### config.mk
export PLATFORM = sky130hd
export DESIGN_NAME = ecso_top
export DESIGN_NICKNAME = d
export VERILOG_FILES = /design/src/logic/ecso_pkg.sv /design/src/logic/ecso_top.sv
export SDC_FILE = /design/constraint.sdc
export NUM_CORES = 1
export LEC_CHECK = 0
export ABC_CLOCK_PERIOD_IN_PS = 1900
export BUFFER_PORTS_ARGS = -buffer_cell sky130_fd_sc_hd__buf_2
export CAP_MARGIN = 5
export CORE_MARGIN = 2
export CORE_UTILIZATION = 35
export DETAILED_ROUTE_END_ITERATION = 8
export GPL_ROUTABILITY_DRIVEN = 1
export PLACE_DENSITY_LB_ADDON = 0.12
export SETUP_SLACK_MARGIN = 0.05
export SLEW_MARGIN = 15
export SYNTH_ARGS = -nofsm -noshare
export SYNTH_HDL_FRONTEND = slang
export SYNTH_SLANG_ARGS = --single-unit
### constraint.sdc
create_clock -name clk_i -period 1.9 [get_ports clk_i]
set_input_delay 0.38 -clock clk_i [delete_from_list [all_inputs] [get_ports clk_i]]
set_output_delay 0.38 -clock clk_i [all_outputs]
set_load 0.1 [all_outputs]
### src/logic/ecso_pkg.sv
// Constants shared by the event tally and status pin block.
// Assumes a 32-bit classic Wishbone slave, one word per register index.
package ecso_pkg;

    // ==========================================================
    // Bus geometry
    localparam int ECSO_AW = 10;
    localparam int ECSO_DW = 32;

    // ==========================================================
    // Register indices, byte address is four times the index
    localparam logic [7:0] ECSO_IDX_TALLY_ONE = 8'h51;
    localparam logic [7:0] ECSO_IDX_TALLY_TWO = 8'h52;
    localparam logic [7:0] ECSO_IDX_INPUT_EN = 8'h53;
    localparam logic [7:0] ECSO_IDX_LEVEL_MON = 8'h54;
    localparam logic [7:0] ECSO_IDX_STATUS_CTL = 8'h55;

    // ==========================================================
    // Field positions
    localparam int ECSO_EN_ONE_BIT = 0;
    localparam int ECSO_EN_TWO_BIT = 1;
    localparam int ECSO_MON_ONE_BIT = 5;
    localparam int ECSO_MON_TWO_BIT = 6;
    localparam int ECSO_CTL_STATIC_EN_BIT = 7;
    localparam int ECSO_CTL_STATIC_VAL_BIT = 6;
    localparam int ECSO_CTL_INV_BIT = 3;
    localparam int ECSO_CTL_SEL_LSB = 0;

    // ==========================================================
    // Reset values and limits
    localparam logic [5:0] ECSO_TALLY_RESET = 6'h00;
    localparam logic [5:0] ECSO_TALLY_MAX = 6'h3f;
    localparam logic [5:0] ECSO_TALLY_STEP = 6'h01;
    localparam logic [1:0] ECSO_EN_RESET = 2'h0;
    localparam logic [7:0] ECSO_CTL_RESET = 8'h00;
    localparam logic [7:0] ECSO_CTL_WMASK = 8'hcf;

    // ==========================================================
    // Status flag selector codes
    localparam logic [2:0] ECSO_SEL_TIMER = 3'h0;
    localparam logic [2:0] ECSO_SEL_ALARM = 3'h1;
    localparam logic [2:0] ECSO_SEL_UPDATE = 3'h2;
    localparam logic [2:0] ECSO_SEL_EVENT = 3'h3;
    localparam logic [2:0] ECSO_SEL_TEMP = 3'h4;
    localparam logic [2:0] ECSO_SEL_INVALID = 3'h5;

endpackage

### src/logic/ecso_top.sv
// Event tally counters, pin level monitor and status output pin.
// Assumes event pins are asynchronous and internal flags are on clk_i.
module ecso_top (
    // Clock and reset
    input wire logic clk_i,
    input wire logic rst_i,
    // Wishbone slave
    input wire logic [ecso_pkg::ECSO_AW-1:0] adr_i,
    input wire logic [ecso_pkg::ECSO_DW-1:0] dat_i,
    output logic [ecso_pkg::ECSO_DW-1:0] dat_o,
    input wire logic we_i,
    input wire logic [3:0] sel_i,
    input wire logic cyc_i,
    input wire logic stb_i,
    output logic ack_o,
    // Event input pins
    input wire logic event_input_one_i,
    input wire logic event_input_two_i,
    // Internal status flags
    input wire logic wakeup_timer_flag_i,
    input wire logic alarm_flag_i,
    input wire logic time_update_flag_i,
    input wire logic event_detect_flag_i,
    input wire logic temp_comp_stop_flag_i,
    input wire logic invalid_time_flag_i,
    // Status output pin
    output logic status_out_pin_o,
    output logic status_out_pin_oe_n_o
);
    import ecso_pkg::*;

    // ==========================================================
    // Declarations
    logic [1:0] sync_one;
    logic [1:0] sync_two;
    logic prev_one;
    logic prev_two;
    logic hit_one;
    logic hit_two;
    logic [5:0] tally_one;
    logic [5:0] tally_two;
    logic [1:0] input_en;
    logic [7:0] status_ctl;
    logic take;
    logic wr_take;
    logic [7:0] word_idx;
    logic [7:0] next_rdata;
    logic sel_flag;
    logic next_pin;
    logic next_oe_n;

    // Word index decode, used by both read and write paths
    function automatic logic [7:0] word_index(input logic [ECSO_AW-1:0] a);
        word_index = a[9:2];
    endfunction

    // Tally step with wrap past the top count
    function automatic logic [5:0] tally_next(input logic [5:0] t);
        if (t == ECSO_TALLY_MAX) begin
            tally_next = ECSO_TALLY_RESET;
        end else begin
            tally_next = t + ECSO_TALLY_STEP;
        end
    endfunction

    // ==========================================================
    // Pin synchronisers
    // Two stages per pin; only stage one reads stage zero
    always_ff @(posedge clk_i) begin
        if (rst_i) begin
            sync_one <= 2'h0;
            sync_two <= 2'h0;
        end else begin
            sync_one <= {sync_one[0], event_input_one_i};
            sync_two <= {sync_two[0], event_input_two_i};
        end
    end

    // Edge history taken from the settled stage
    always_ff @(posedge clk_i) begin
        if (rst_i) begin
            prev_one <= 1'b0;
            prev_two <= 1'b0;
        end else begin
            prev_one <= sync_one[1];
            prev_two <= sync_two[1];
        end
    end

    // Qualified event is a rising level seen while enabled
    assign hit_one = sync_one[1] & ~prev_one & input_en[ECSO_EN_ONE_BIT];
    assign hit_two = sync_two[1] & ~prev_two & input_en[ECSO_EN_TWO_BIT];

    // ==========================================================
    // Tally counters
    // Disabled inputs keep their count; no software clear exists
    always_ff @(posedge clk_i) begin
        if (rst_i) begin
            tally_one <= ECSO_TALLY_RESET;
        end else if (hit_one) begin
            tally_one <= tally_next(tally_one);
        end
    end

    always_ff @(posedge clk_i) begin
        if (rst_i) begin
            tally_two <= ECSO_TALLY_RESET;
        end else if (hit_two) begin
            tally_two <= tally_next(tally_two);
        end
    end

    // ==========================================================
    // Bus handshake
    // Answer one cycle after the request; ack never stays two cycles
    assign take = cyc_i & stb_i & ~ack_o;
    assign wr_take = take & we_i & sel_i[0];
    assign word_idx = word_index(adr_i);

    always_ff @(posedge clk_i) begin
        if (rst_i) begin
            ack_o <= 1'b0;
        end else begin
            ack_o <= take;
        end
    end

    // ==========================================================
    // Writable registers
    // Tallies and monitor are read-only, writes to them are dropped
    always_ff @(posedge clk_i) begin
        if (rst_i) begin
            input_en <= ECSO_EN_RESET;
        end else if (wr_take && word_idx == ECSO_IDX_INPUT_EN) begin
            input_en <= dat_i[1:0];
        end
    end

    always_ff @(posedge clk_i) begin
        if (rst_i) begin
            status_ctl <= ECSO_CTL_RESET;
        end else if (wr_take && word_idx == ECSO_IDX_STATUS_CTL) begin
            status_ctl <= dat_i[7:0] & ECSO_CTL_WMASK; // Unused bits stay zero
        end
    end

    // ==========================================================
    // Read mux
    // Unmapped words answer with zero rather than an error
    always_comb begin
        next_rdata = 8'h00;
        case (word_idx)
            ECSO_IDX_TALLY_ONE: next_rdata = {2'h0, tally_one};
            ECSO_IDX_TALLY_TWO: next_rdata = {2'h0, tally_two};
            ECSO_IDX_INPUT_EN: next_rdata = {6'h00, input_en};
            ECSO_IDX_LEVEL_MON: begin
                next_rdata[ECSO_MON_ONE_BIT] = sync_one[1];
                next_rdata[ECSO_MON_TWO_BIT] = sync_two[1];
            end
            ECSO_IDX_STATUS_CTL: next_rdata = status_ctl;
            default: next_rdata = 8'h00;
        endcase
    end

    always_ff @(posedge clk_i) begin
        if (rst_i) begin
            dat_o <= '0;
        end else if (take) begin
            dat_o <= {24'h00_0000, next_rdata};
        end
    end

    // ==========================================================
    // Status flag selection
    // Reserved codes give a quiet low flag instead of a guess
    always_comb begin
        case (status_ctl[ECSO_CTL_SEL_LSB +: 3])
            ECSO_SEL_TIMER: sel_flag = wakeup_timer_flag_i;
            ECSO_SEL_ALARM: sel_flag = alarm_flag_i;
            ECSO_SEL_UPDATE: sel_flag = time_update_flag_i;
            ECSO_SEL_EVENT: sel_flag = event_detect_flag_i;
            ECSO_SEL_TEMP: sel_flag = temp_comp_stop_flag_i;
            ECSO_SEL_INVALID: sel_flag = invalid_time_flag_i;
            default: sel_flag = 1'b0;
        endcase
    end

    // Output mode decode from the enable and value bits
    always_comb begin
        next_pin = 1'b0;
        next_oe_n = 1'b1; // Hi-Z unless a mode drives
        if (status_ctl[ECSO_CTL_STATIC_EN_BIT]) begin
            next_oe_n = 1'b0;
            next_pin = status_ctl[ECSO_CTL_STATIC_VAL_BIT];
        end else if (status_ctl[ECSO_CTL_STATIC_VAL_BIT]) begin
            next_oe_n = 1'b0;
            next_pin = sel_flag ^ status_ctl[ECSO_CTL_INV_BIT];
        end
    end

    // Registered pin drive keeps the output glitch free
    always_ff @(posedge clk_i) begin
        if (rst_i) begin
            status_out_pin_o <= 1'b0;
            status_out_pin_oe_n_o <= 1'b1;
        end else begin
            status_out_pin_o <= next_pin;
            status_out_pin_oe_n_o <= next_oe_n;
        end
    end
endmodule

==> impl_table.tex, run 1 <==
\begin{tabular}{lr}
\hline
Metric & Value \\
\hline
\multicolumn{2}{l}{\textbf{Outcome}} \\
Outcome & finished clean \\
\multicolumn{2}{l}{\textbf{Pwr}} \\
Max IR drop VDD & 0.3879 mV \\
Overall power consumption & 1.627 mW \\
Clock network fraction of total power & 32.0\% \\
Switching power total & 0.5427 mW \\
Seq pwr share & about 48\% \\
Leak Pwr & 0.9014 nW \\
Fraction of power spent switching nets & 33.36\% \\
Pint & 1.084 mW \\
Power density relative to cell area & around 750 nW/µm² \\
Share of total power in combinational logic & roughly 20\% \\
\multicolumn{2}{l}{\textbf{Logic synthesis}} \\
FF+latch count, synth & 37 \\
Unique cell type count in the Yosys netlist & 44 \\
Average instance area after synthesis & 9.143 µm² \\
FFs w/ async S/R, synth & 0\% \\
Area share of and/or/nand/nor cells after synthesis & about 21\% \\
Number of warnings issued by yosys & 0 \\
Largest family of logic cells by synthesized area & simple AND/OR/NAND/NOR gates \\
Number of synthesized flops with an enable pin & 0 \\
Leading cell types by count after synthesis & 37 x sky130\_fd\_sc\_hd\_\_dfxtp\_1, 25 x sky130\_fd\_sc\_hd\_\_buf\_4, 25 x sky130\_fd\_sc\_hd\_\_nor2\_1 \\
Synth Area in Adders & $\sim$1.3\% \\
Cell types occupying the most area after synthesis & sky130\_fd\_sc\_hd\_\_dfxtp\_1 39\%, sky130\_fd\_sc\_hd\_\_buf\_4 9.9\%, sky130\_fd\_sc\_hd\_\_nor2\_1 4.9\%, sky130\_fd\_sc\_hd\_\_mux2i\_1 4.7\%, sky130\_fd\_sc\_hd\_\_xnor2\_1 3.7\% \\
Proportion of netlist area held by the largest area contributor & around two fifths \\
Top flip-flop cell by instance count after synthesis & sky130\_fd\_sc\_hd\_\_dfxtp\_1 \\
Synth Cell Area & 1902 µm² \\
Fraction of the mapped netlist area in compound gates & 13.68\% \\
Cell taking the most area after synthesis & sky130\_fd\_sc\_hd\_\_dfxtp\_1 \\
Cells after Synth & 208 \\
Multiplexer share of the synthesized area & 6.513\% \\
Xor and xnor area share after synthesis & 5.066\% \\
Most frequently used cell type in the post-synthesis netlist & sky130\_fd\_sc\_hd\_\_dfxtp\_1 \\
Sequential-to-total area share from yosys stat & 38.95\% \\
\multicolumn{2}{l}{\textbf{GRT}} \\
Largest net degree at the start of global routing & 20 \\
Number of global-route vias before repair & 1332 \\
Overflow left after global routing & 0 \\
GRT Resource Usage Total & 13.96\% \\
Global-route wire length before repair & $\sim$6600 µm \\
Initial antenna violation count & 0 \\
\multicolumn{2}{l}{\textbf{Finish}} \\
Area taken by multi-input logic gates & 1003 µm² \\
Post-route insts no fill & 320 \\
Area used by sequential logic in the layout & about 740 µm² \\
Layout cell share with drive strength beyond 1 & between 20\% and 30\% \\
Final instance area & 2173 µm² \\
Final-layout fill cell count & 549 \\
Area growth from synthesis to final layout & 14.28\% \\
Total Nets Final & 310 \\
Fin util & 42.02\% \\
Antenna Diode Count & 0 \\
\multicolumn{2}{l}{\textbf{Clock tree}} \\
Clk pin slew, worst setup/hold paths & 0.07 ns \\
Number of cells upsized or downsized after cts & 0 \\
Clock latency of the later-clocked register in the worst-skew pair & 0.29 ns \\
Root buffer cell & sky130\_fd\_sc\_hd\_\_clkbuf\_8 \\
Post-CTS Setup Bufs & 0 \\
Number of sinks handled by clock tree synthesis & 37 \\
Inserted Clock Buffers & 5 \\
Number of buffers inserted for hold repair after clock tree synthesis & 0 \\
Max Root-Sink Buffers & 2 \\
H-tree level count & 2 \\
TritonCTS clock tree & done \\
\multicolumn{2}{l}{\textbf{Timing}} \\
Final number of hold-violating endpoints & 0 \\
Summed negative setup slack over all endpoints & 0 ns \\
Setup violations, final & 0 \\
Post-layout min period & approximately 1.6 ns \\
FMAX & 642.6 MHz \\
Post-route fraction of the period consumed by the critical path & 81.90\% \\
Unrepaired setup endpoints after global routing & false \\
Post-route worst hold slack & slightly below 0.3 ns \\
Final setup slack of the worst path & 0.3439 ns \\
Slew Viols, Final & 0 \\
Worst clock skew on the final layout & approximately 0.0044 ns \\
\multicolumn{2}{l}{\textbf{Route}} \\
Pre-antenna DRT Iters & 4 \\
Iteration-0 DRC Markers & 68 \\
Wire length after detailed routing & 4058 µm \\
Avg WL per Cell & 12.68 µm \\
Routed via count & roughly 1500 \\
Post-DRT Antenna Nets & 0 \\
Vias per inst & between 4 and 5 \\
Number of DRC violations after detailed routing & 0 \\
\multicolumn{2}{l}{\textbf{Place}} \\
Placement Setup Slack & 0.1628 ns \\
Placer's final routability congestion estimate & 0.7337 \\
Placed wire-length estimate after detailed placement & 3151 µm \\
Number of placed instances, taps included & 312 \\
Placed standard-cell area & 2091 µm² \\
Port bufs & 38 \\
\multicolumn{2}{l}{\textbf{Die}} \\
Initial standard-cell utilization of the core & a little under two fifths \\
Ports & 94 \\
Die footprint & 6040 µm² \\
CORE AREA & 5172 µm² \\
Die X-Extent & 77.72 µm \\
Std-Cell Rows & 26 \\
Die Y & 77.72 µm \\
\multicolumn{2}{l}{\textbf{Worst setup path}} \\
Crit Reg-Reg Endpoint & status\_out\_pin\_o \\
Crit-path max FO & 4 \\
Crit. End Element & register \\
Internal reg-to-reg setup slack & $\sim$0.34 ns \\
Launching instance or port of the critical path & status\_ctl[0] \\
Req. time, crit path & 2.08 ns \\
Depth of the most critical reg-to-reg path & 4 \\
Critical path startpoint category & register \\
R2r startpoint & status\_ctl[0] \\
Endpoint arrival time on the critical path & 1.74 ns \\
Crit Path Class & register to register \\
\multicolumn{2}{l}{\textbf{Hold path}} \\
Startpoint of the lowest-slack hold path & event\_input\_one\_i \\
Capture endpoint of the worst hold path & sync\_one[0] \\
Worst hold path stage count & 2 \\
Hold crit path type & primary input to register \\
\multicolumn{2}{l}{\textbf{Run}} \\
Maxcap violations & 0 \\
\hline
\end{tabular}
[area by class of cell]
cell class              instances  share of cell area, %
repair buffers                 44                  10.82
inverters                       6                  1.036
well taps                      70                  4.030
flip-flops and latches         37                  34.14
clock inverters                 2                 0.4606
clock buffers                   6                  3.339
multi-input cells             155                  46.17
[layer usage]
| metal | GRT usage, % | routed length [µm] |
|---|---|---|
| met2 | 20.86 | 1832 |
| met3 | 4.419 | 274 |
| met5 | 0 | 0 |
| met1 | 18.94 | 1897 |
| met4 | 4.821 | 53 |
[cell usage in the layout, fill, tap and decap left out, types with 2 or more instances in the layout]
cell	netlist	final
sky130_fd_sc_hd__dfxtp_1	37	36
sky130_fd_sc_hd__mux2i_1	9	9
sky130_fd_sc_hd__inv_1	6	6
sky130_fd_sc_hd__nand2b_1	2	2
sky130_fd_sc_hd__nor3_1	2	2
sky130_fd_sc_hd__nand4_1	4	4
sky130_fd_sc_hd__o22ai_1	2	2
sky130_fd_sc_hd__xnor2_1	8	8
sky130_fd_sc_hd__nand2_1	6	6
sky130_fd_sc_hd__a22oi_1	4	4
sky130_fd_sc_hd__nand3b_1	2	2
sky130_fd_sc_hd__o2bb2ai_1	2	2
sky130_fd_sc_hd__o21ai_0	3	3
sky130_fd_sc_hd__buf_2	3	38
sky130_fd_sc_hd__a32oi_1	2	2
sky130_fd_sc_hd__nor2_1	25	25
sky130_fd_sc_hd__buf_4	25	6
sky130_fd_sc_hd__clkinv_2	0	2
sky130_fd_sc_hd__conb_1	1	24
sky130_fd_sc_hd__nand3_1	10	10
sky130_fd_sc_hd__o21ai_1	8	8
sky130_fd_sc_hd__and3b_1	2	2
sky130_fd_sc_hd__xor2_1	3	3
sky130_fd_sc_hd__ha_1	2	2
sky130_fd_sc_hd__a21oi_1	10	10
sky130_fd_sc_hd__clkbuf_8	0	5
sky130_fd_sc_hd__nor2b_1	8	8
[power by group through the flow]
stage	Sequential [mW]	Clock, mW	Combinational, mW
after floorplan	0.807	0	0.303
after global placement	0.801	0	0.322
after detailed placement	0.801	0	0.322
after CTS	0.783	0.543	0.322
after global routing	0.784	0.584	0.335
final	0.784	0.521	0.322
[logic make-up after synthesis]
| group | count (synthesis) |
|---|---|
| and+or+nand+nor | 70 |
| buffers and inverters | 39 |
| AOI/OAI and AO/OA | 37 |
| DFF | 37 |
| xor gates and xnor gates | 11 |
| muxes | 11 |
| adders and majority gates | 2 |
| other | 1 |
[sequential cells by signal, summed over array words and instances, names as in the netlist]
| name | cells |
|---|---|
| status_out_pin_oe_n_o | 1 |
| tally_two | 6 |
| prev_one | 1 |
| status_out_pin_o | 1 |
| status_ctl | 6 |
| sync_two | 2 |
| prev_two | 1 |
| sync_one | 2 |
| tally_one | 6 |
| input_en | 2 |
| ack_o | 1 |
| dat_o | 8 |
[worst max-delay path by stage]
| stage | depth (start not counted) | to | slack (ns) |
|---|---|---|---|
| after floorplan | 5 | status_ctl[1] | 0.18 |
| after global placement | 5 | input_en[1] | 0.16 |
| after detailed placement | 5 | input_en[1] | 0.16 |
| after CTS | 4 | status_out_pin_o | 0.32 |
| after global routing | 4 | status_out_pin_o | 0.23 |
| final | 4 | status_out_pin_o | 0.34 |
[critical path, cell delays in order (launching register included)]
cell                      delay [ns]
sky130_fd_sc_hd__dfxtp_1        0.42
sky130_fd_sc_hd__mux4_2         0.53
sky130_fd_sc_hd__a22oi_2        0.21
sky130_fd_sc_hd__xnor2_1        0.09
sky130_fd_sc_hd__o211a_1        0.20
(Power assumes the default switching activity.)
==> inputs of run 2 (changes only) <==
--- a/config.mk
+++ b/config.mk
@@ -5,7 +5,7 @@
 export SDC_FILE = /design/constraint.sdc
 export NUM_CORES = 1
 export LEC_CHECK = 0
-export ABC_CLOCK_PERIOD_IN_PS = 1900
+export ABC_CLOCK_PERIOD_IN_PS = 1500
 export BUFFER_PORTS_ARGS = -buffer_cell sky130_fd_sc_hd__buf_2
 export CAP_MARGIN = 5
 export CORE_MARGIN = 2
==> constraint.sdc (replaced) <==
create_clock -name clk_i -period 1.5 [get_ports clk_i]
set_input_delay 0.3 -clock clk_i [delete_from_list [all_inputs] [get_ports clk_i]]
set_output_delay 0.3 -clock clk_i [all_outputs]
set_load 0.1 [all_outputs]
==> run 2 against run 1 <==
Wire length rose by 3.0%. Count of clock-buffer cells in the layout fell by 1. Power rose by 49%. Sequential power rose by 26%. Sequential share of layout area fell by 2.0 points. Critical path depth rose by 1. Utilization rose by 2.8 points. Final cell count rose by 2.8%. Global-route usage rose by 0.48 points.
==> impl_table.tex, run 2 (synthesized netlist as in run 1, its figures left out) <==
\begin{tabular}{lr}
\hline
Metric & Value \\
\hline
\multicolumn{2}{l}{\textbf{Outcome}} \\
Outcome & finished clean (unchanged) \\
\multicolumn{2}{l}{\textbf{Clock tree}} \\
Clk pin slew, worst setup/hold paths & 0.07 ns (about the same) \\
Max Root-Sink Buffers & 2 (unchanged) \\
Number of buffers inserted for hold repair after clock tree synthesis & 0 (unchanged) \\
Root buffer cell & sky130\_fd\_sc\_hd\_\_clkbuf\_8 (unchanged) \\
H-tree level count & 2 (unchanged) \\
TritonCTS clock tree & done (unchanged) \\
Number of sinks handled by clock tree synthesis & 37 (unchanged) \\
Post-CTS Setup Bufs & 0 (unchanged) \\
Clock latency of the later-clocked register in the worst-skew pair & 0.29 ns (about the same) \\
Inserted Clock Buffers & 5 (unchanged) \\
\multicolumn{2}{l}{\textbf{Route}} \\
Post-DRT Antenna Nets & 0 (unchanged) \\
Iteration-0 DRC Markers & 76 (was 68) \\
Pre-antenna DRT Iters & 4 (unchanged) \\
Routed via count & 1518 (was 1469) \\
Avg WL per Cell & 12.70 µm (was 12.68 µm) \\
Number of DRC violations after detailed routing & 0 (unchanged) \\
Wire length after detailed routing & 4178 µm (was 4058 µm) \\
Vias per inst & 4.614 (was 4.591) \\
\multicolumn{2}{l}{\textbf{Timing}} \\
Post-route worst hold slack & 0.2198 ns (was 0.2978 ns) \\
Post-route fraction of the period consumed by the critical path & 98.37\% (was 81.90\%) \\
Final number of hold-violating endpoints & 0 (unchanged) \\
Post-layout min period & 1.476 ns (was 1.556 ns) \\
Setup violations, final & 0 (unchanged) \\
Final setup slack of the worst path & 0.02442 ns (was 0.3439 ns) \\
FMAX & 677.7 MHz (was 642.6 MHz) \\
Unrepaired setup endpoints after global routing & true (was false) \\
Summed negative setup slack over all endpoints & 0 ns (unchanged) \\
Worst clock skew on the final layout & 0.004598 ns (was 0.004425 ns) \\
Slew Viols, Final & 0 (unchanged) \\
\multicolumn{2}{l}{\textbf{Finish}} \\
Final-layout fill cell count & 526 (was 549) \\
Largest Register & dat\_o (unchanged) \\
Area growth from synthesis to final layout & 21.91\% (was 14.28\%) \\
Area used by sequential logic in the layout & 745.7 µm² (was 742.0 µm²) \\
Layout cell share with drive strength beyond 1 & 29.34\% (was 24.40\%) \\
Leading cell type in the layout, fill and taps excluded & sky130\_fd\_sc\_hd\_\_buf\_2 (unchanged) \\
Max FFs per register & 8 (unchanged) \\
Antenna Diode Count & 0 (unchanged) \\
Post-route insts no fill & 329 (was 320) \\
Highest-count cells in the layout ignoring fill and taps & 38 x sky130\_fd\_sc\_hd\_\_buf\_2, 35 x sky130\_fd\_sc\_hd\_\_dfxtp\_1, 25 x sky130\_fd\_sc\_hd\_\_nor2\_1 (was 38 x sky130\_fd\_sc\_hd\_\_buf\_2, 36 x sky130\_fd\_sc\_hd\_\_dfxtp\_1, 25 x sky130\_fd\_sc\_hd\_\_nor2\_1) \\
Total Nets Final & 319 (was 310) \\
Area taken by multi-input logic gates & 1018 µm² (was 1003 µm²) \\
\multicolumn{2}{l}{\textbf{GRT}} \\
Global-route wire length before repair & 6775 µm (was 6603 µm) \\
Largest net degree at the start of global routing & 16 (was 20) \\
GRT Resource Usage Total & 14.44\% (was 13.96\%) \\
Initial antenna violation count & 0 (unchanged) \\
Overflow left after global routing & 0 (unchanged) \\
Number of global-route vias before repair & 1399 (was 1332) \\
\multicolumn{2}{l}{\textbf{Place}} \\
Port bufs & 38 (unchanged) \\
Placed wire-length estimate after detailed placement & 3238 µm (was 3151 µm) \\
Number of placed instances, taps included & 321 (was 312) \\
Placer's final routability congestion estimate & 0.7461 (was 0.7337) \\
Placement Setup Slack & -0.09216 ns (was 0.1628 ns) \\
\multicolumn{2}{l}{\textbf{Pwr}} \\
Max IR drop VDD & 0.4187 mV (was 0.3879 mV) \\
Power density relative to cell area & 1046 nW/µm² (was 748.5 nW/µm²) \\
Switching power total & 0.7040 mW (was 0.5427 mW) \\
Pint & 1.720 mW (was 1.084 mW) \\
Clock network fraction of total power & 41.8\% (was 32.0\%) \\
Seq pwr share & 40.9\% (was 48.2\%) \\
Leak Pwr & 0.9744 nW (was 0.9014 nW) \\
Share of total power in combinational logic & 17.3\% (was 19.8\%) \\
Fraction of power spent switching nets & 29.04\% (was 33.36\%) \\
\multicolumn{2}{l}{\textbf{Worst setup path}} \\
Req. time, crit path & 1.68 ns (was 2.08 ns) \\
Launching instance or port of the critical path & ack\_o (was status\_ctl[0]) \\
Crit-path max FO & 8 (was 4) \\
Crit Path Class & register to register (unchanged) \\
Crit. End Element & register (unchanged) \\
R2r startpoint & ack\_o (was status\_ctl[0]) \\
Critical path startpoint category & register (unchanged) \\
Endpoint arrival time on the critical path & 1.66 ns (was 1.74 ns) \\
\multicolumn{2}{l}{\textbf{Run}} \\
Maxcap violations & 0 (unchanged) \\
\multicolumn{2}{l}{\textbf{Hold path}} \\
Startpoint of the lowest-slack hold path & event\_input\_one\_i (unchanged) \\
Hold crit path type & primary input to register (unchanged) \\
\multicolumn{2}{l}{\textbf{Die}} \\
Std-Cell Rows & 26 (unchanged) \\
Die X-Extent & 77.72 µm (unchanged) \\
CORE AREA & 5172 µm² (unchanged) \\
Die footprint & 6040 µm² (unchanged) \\
Die Y & 77.72 µm (unchanged) \\
Initial standard-cell utilization of the core & 36.77\% (unchanged) \\
Ports & 94 (unchanged) \\
\hline
\end{tabular}
==> run 2: repair_timing <==
| item | in CTS | in global routing |
|---|---|---|
| resized for setup | 4 | 3 |
| pin swaps | 4 | 0 |
| endpoints found under the setup margin | 10 | 10 |
==> run 2: cell type report <==
class                      instances  area share [%]
clock buffer                       5           2.968
clock inverter                     3           2.806
inverter                           6          0.9714
multi-input combinational        155           43.93
sequential                        37           32.16
tap                               70           3.778
timing repair buffer              53           13.38
==> run 2: final timing paths <==
path / to / slack (ns) / cells past startpoint
max: input_en[1] / 0.02 / 5
min: sync_one[0] / 0.22 / 2
max reg2reg: input_en[1] / 0.02 / 5
min reg2reg: sync_one[1] / 0.44 / 1
==> run 2: per-layer routing <==
layer  part of all wire, %  vias up  track usage (%)  routed length (µm)
li1                      -      776                -                   -
met1                    45      682            18.90                1900
met2                    47       53            22.93                1959
met3                   6.2        7            3.953                 261
met4                   1.4        0            4.821                  57
met5                     0        -                0                   0
==> run 2: stage by stage <==
step	power, mW	util (%)	cell area, µm²
finish	2.424	44.82	2318
global route	2.523	44.82	2318
CTS	2.454	44.61	2307
detailed placement	1.434	41.78	2161
global placement	1.434	41.78	2161
floorplan	1.404	-	1992
==> run 2: power groups by stage <==
| stage | Sequential [mW] | Combinational (mW) | Clock [mW] |
|---|---|---|---|
| after floorplan | 1.02 | 0.383 | 0 |
| after global placement | 1.01 | 0.420 | 0 |
| after detailed placement | 1.01 | 0.420 | 0 |
| after CTS | 0.991 | 0.421 | 1.04 |
| after global routing | 0.992 | 0.438 | 1.09 |
| final | 0.991 | 0.420 | 1.01 |
==> run 2: critical path, cell delays in order, from the launching register on <==
cell	delay, ns
sky130_fd_sc_hd__dfxtp_4	0.34
sky130_fd_sc_hd__nand3b_4	0.15
sky130_fd_sc_hd__or4_4	0.51
sky130_fd_sc_hd__buf_6	0.16
sky130_fd_sc_hd__o21ai_1	0.13
sky130_fd_sc_hd__a21oi_1	0.07
==> inputs of run 3 (changes only) <==
--- a/config.mk
+++ b/config.mk
@@ -5,7 +5,7 @@
 export SDC_FILE = /design/constraint.sdc
 export NUM_CORES = 1
 export LEC_CHECK = 0
-export ABC_CLOCK_PERIOD_IN_PS = 1500
+export ABC_CLOCK_PERIOD_IN_PS = 1750
 export BUFFER_PORTS_ARGS = -buffer_cell sky130_fd_sc_hd__buf_2
 export CAP_MARGIN = 5
 export CORE_MARGIN = 2
==> constraint.sdc (replaced) <==
create_clock -name clk_i -period 1.75 [get_ports clk_i]
set_input_delay 0.35 -clock clk_i [delete_from_list [all_inputs] [get_ports clk_i]]
set_output_delay 0.35 -clock clk_i [all_outputs]
set_load 0.1 [all_outputs]
==> run 3 against run 2 <==
Utilization is 2.0 points lower. Via count decreased by 1.8%. Hold slack better by 0.044 ns. Largest power group is now sequential cells.
==> impl_table.tex, run 3 (synthesized netlist as in run 1, its figures left out) <==
\begin{tabular}{lr}
\hline
Metric & Value \\
\hline
\multicolumn{2}{l}{\textbf{Pwr}} \\
Max IR drop VDD & 0.4862 mV (was 0.4187 mV) \\
Leak Pwr & 0.9266 nW (was 0.9744 nW) \\
Power density relative to cell area & 841.3 nW/µm² (was 1046 nW/µm²) \\
\multicolumn{2}{l}{\textbf{Timing}} \\
Post-layout min period & 1.560 ns (was 1.476 ns) \\
Setup violations, final & 0 (unchanged) \\
FMAX & 640.8 MHz (was 677.7 MHz) \\
Unrepaired setup endpoints after global routing & false (was true) \\
Slew Viols, Final & 0 (unchanged) \\
Summed negative setup slack over all endpoints & 0 ns (unchanged) \\
Final setup slack of the worst path & 0.1895 ns (was 0.02442 ns) \\
Worst clock skew on the final layout & 0.008364 ns (was 0.004598 ns) \\
Post-route fraction of the period consumed by the critical path & 89.17\% (was 98.37\%) \\
Final number of hold-violating endpoints & 0 (unchanged) \\
\multicolumn{2}{l}{\textbf{Clock tree}} \\
Number of sinks handled by clock tree synthesis & 37 (unchanged) \\
Inserted Clock Buffers & 5 (unchanged) \\
TritonCTS clock tree & done (unchanged) \\
Max Root-Sink Buffers & 2 (unchanged) \\
Clock latency of the later-clocked register in the worst-skew pair & 0.29 ns (about the same) \\
Root buffer cell & sky130\_fd\_sc\_hd\_\_clkbuf\_8 (unchanged) \\
Number of cells upsized or downsized after cts & 0 (was 4) \\
Number of buffers inserted for hold repair after clock tree synthesis & 0 (unchanged) \\
Clk pin slew, worst setup/hold paths & 0.07 ns (about the same) \\
Post-CTS Setup Bufs & 0 (unchanged) \\
H-tree level count & 2 (unchanged) \\
\multicolumn{2}{l}{\textbf{Route}} \\
Post-DRT Antenna Nets & 0 (unchanged) \\
Pre-antenna DRT Iters & 4 (unchanged) \\
Routed via count & 1491 (was 1518) \\
Number of DRC violations after detailed routing & 0 (unchanged) \\
Iteration-0 DRC Markers & 69 (was 76) \\
Wire length after detailed routing & 4203 µm (was 4178 µm) \\
Avg WL per Cell & 13.01 µm (was 12.70 µm) \\
Vias per inst & 4.616 (was 4.614) \\
\multicolumn{2}{l}{\textbf{Place}} \\
Placed wire-length estimate after detailed placement & 3164 µm (was 3238 µm) \\
Number of placed instances, taps included & 315 (was 321) \\
Placer's final routability congestion estimate & 0.7705 (was 0.7461) \\
Placement Setup Slack & 0.03530 ns (was -0.09216 ns) \\
Port bufs & 38 (unchanged) \\
\multicolumn{2}{l}{\textbf{GRT}} \\
Initial antenna violation count & 0 (unchanged) \\
GRT Resource Usage Total & 14.19\% (was 14.44\%) \\
Largest net degree at the start of global routing & 20 (was 16) \\
Overflow left after global routing & 0 (unchanged) \\
Global-route wire length before repair & 6672 µm (was 6775 µm) \\
Number of global-route vias before repair & 1345 (was 1399) \\
\multicolumn{2}{l}{\textbf{Worst setup path}} \\
Critical path startpoint category & register (unchanged) \\
Depth of the most critical reg-to-reg path & 4 (was 5) \\
Crit. End Element & register (unchanged) \\
Bufs and invs on worst path & 0 (was 1) \\
Crit Path Class & register to register (unchanged) \\
CP max stage cell & sky130\_fd\_sc\_hd\_\_or4\_1 (was sky130\_fd\_sc\_hd\_\_or4\_4) \\
R2r startpoint & ack\_o (unchanged) \\
Internal reg-to-reg setup slack & 0.19 ns (was 0.02 ns) \\
Crit-path max FO & 8 (unchanged) \\
Series of cell instances along the critical path & nand3b\_4, or4\_1, o21ai\_1, a21oi\_1 (was nand3b\_4, or4\_4, buf\_6, o21ai\_1, a21oi\_1) \\
Req. time, crit path & 1.93 ns (was 1.68 ns) \\
Endpoint arrival time on the critical path & 1.74 ns (was 1.66 ns) \\
Worst stage delay on the critical path & 0.68 ns (was 0.51 ns) \\
Launching instance or port of the critical path & ack\_o (unchanged) \\
Crit Reg-Reg Endpoint & status\_ctl[1] (was input\_en[1]) \\
Cell type group with the largest total delay on the critical path & simple AND/OR/NAND/NOR gates (unchanged) \\
\multicolumn{2}{l}{\textbf{Die}} \\
Die Y & 77.72 µm (unchanged) \\
Initial standard-cell utilization of the core & 36.77\% (unchanged) \\
Ports & 94 (unchanged) \\
Die footprint & 6040 µm² (unchanged) \\
Die X-Extent & 77.72 µm (unchanged) \\
CORE AREA & 5172 µm² (unchanged) \\
Std-Cell Rows & 26 (unchanged) \\
\multicolumn{2}{l}{\textbf{Finish}} \\
Total Nets Final & 313 (was 319) \\
Layout cell share with drive strength beyond 1 & 25.69\% (was 29.34\%) \\
Fin util & 42.86\% (was 44.82\%) \\
Area growth from synthesis to final layout & 16.58\% (was 21.91\%) \\
Leading cell type in the layout, fill and taps excluded & sky130\_fd\_sc\_hd\_\_buf\_2 (unchanged) \\
Antenna Diode Count & 0 (unchanged) \\
Largest Register & dat\_o (unchanged) \\
Max FFs per register & 8 (unchanged) \\
Post-route insts no fill & 323 (was 329) \\
Highest-count cells in the layout ignoring fill and taps & 38 x sky130\_fd\_sc\_hd\_\_buf\_2, 36 x sky130\_fd\_sc\_hd\_\_dfxtp\_1, 25 x sky130\_fd\_sc\_hd\_\_nor2\_1 (was 38 x sky130\_fd\_sc\_hd\_\_buf\_2, 35 x sky130\_fd\_sc\_hd\_\_dfxtp\_1, 25 x sky130\_fd\_sc\_hd\_\_nor2\_1) \\
Final-layout fill cell count & 535 (was 526) \\
\multicolumn{2}{l}{\textbf{Hold path}} \\
Capture endpoint of the worst hold path & sync\_one[0] (unchanged) \\
Worst hold path stage count & 2 (unchanged) \\
Hold crit path type & primary input to register (unchanged) \\
Startpoint of the lowest-slack hold path & event\_input\_one\_i (unchanged) \\
\multicolumn{2}{l}{\textbf{Outcome}} \\
Outcome & finished clean (unchanged) \\
\multicolumn{2}{l}{\textbf{Run}} \\
Maxcap violations & 0 (unchanged) \\
\hline
\end{tabular}
==> run 3: cell count changes in the layout (fill, tap and decap cells not counted), sizes merged <==
cell / delta
bufinv: -2
clkbuf: +2
buf: -6
==> run 3: worst max-delay path by stage <==
stage,end,slack [ns],cells past startpoint
CTS,status_ctl[1],0.18,4
floorplan,status_ctl[1],0.11,5
global placement,status_ctl[1],0.04,5
detailed placement,status_ctl[1],0.04,5
global route,input_en[1],0.12,4
finish,status_ctl[1],0.19,4
==> run 3: per-layer routing <==
metal / routed length (µm) / global-route usage [%] / up-vias
li1: - / - / 762
met1: 2037 / 20.10 / 671
met2: 1862 / 20.43 / 54
met3: 271 / 4.186 / 4
met4: 32 / 4.821 / 0
met5: 0 / 0 / -
==> run 3: area by class of cell <==
type / instances / area, µm² / area share (%)
multi-input cells: 155 / 1003 / 45.26
clock buffers: 7 / 96.34 / 4.345
repair buffers: 47 / 257.7 / 11.63
well taps: 70 / 87.58 / 3.950
flip-flops and latches: 37 / 744.5 / 33.58
clock inverters: 1 / 5.005 / 0.2257
inverters: 6 / 22.52 / 1.016
==> run 3: through the flow <==
stage	power [mW]	cell area [µm²]	hold slack, ns
5_1_grt	1.940	2217	0.2748
3_3_place_gp	1.221	2116	0.4160
3_5_place_dp	1.222	2116	0.4251
2_1_floorplan	1.204	1992	0.4138
4_1_cts	1.882	2217	0.2585
6_report	1.865	2217	0.2634
==> run 3: where the power goes <==
part	switching, mW	leakage (nW)	total [mW]	internal, mW
sequential	0.00244	0.300	0.849	0.847
combinational	0.298	0.573	0.353	0.0555
clock	0.307	0.0542	0.663	0.356
total	0.607	0.927	1.87	1.26
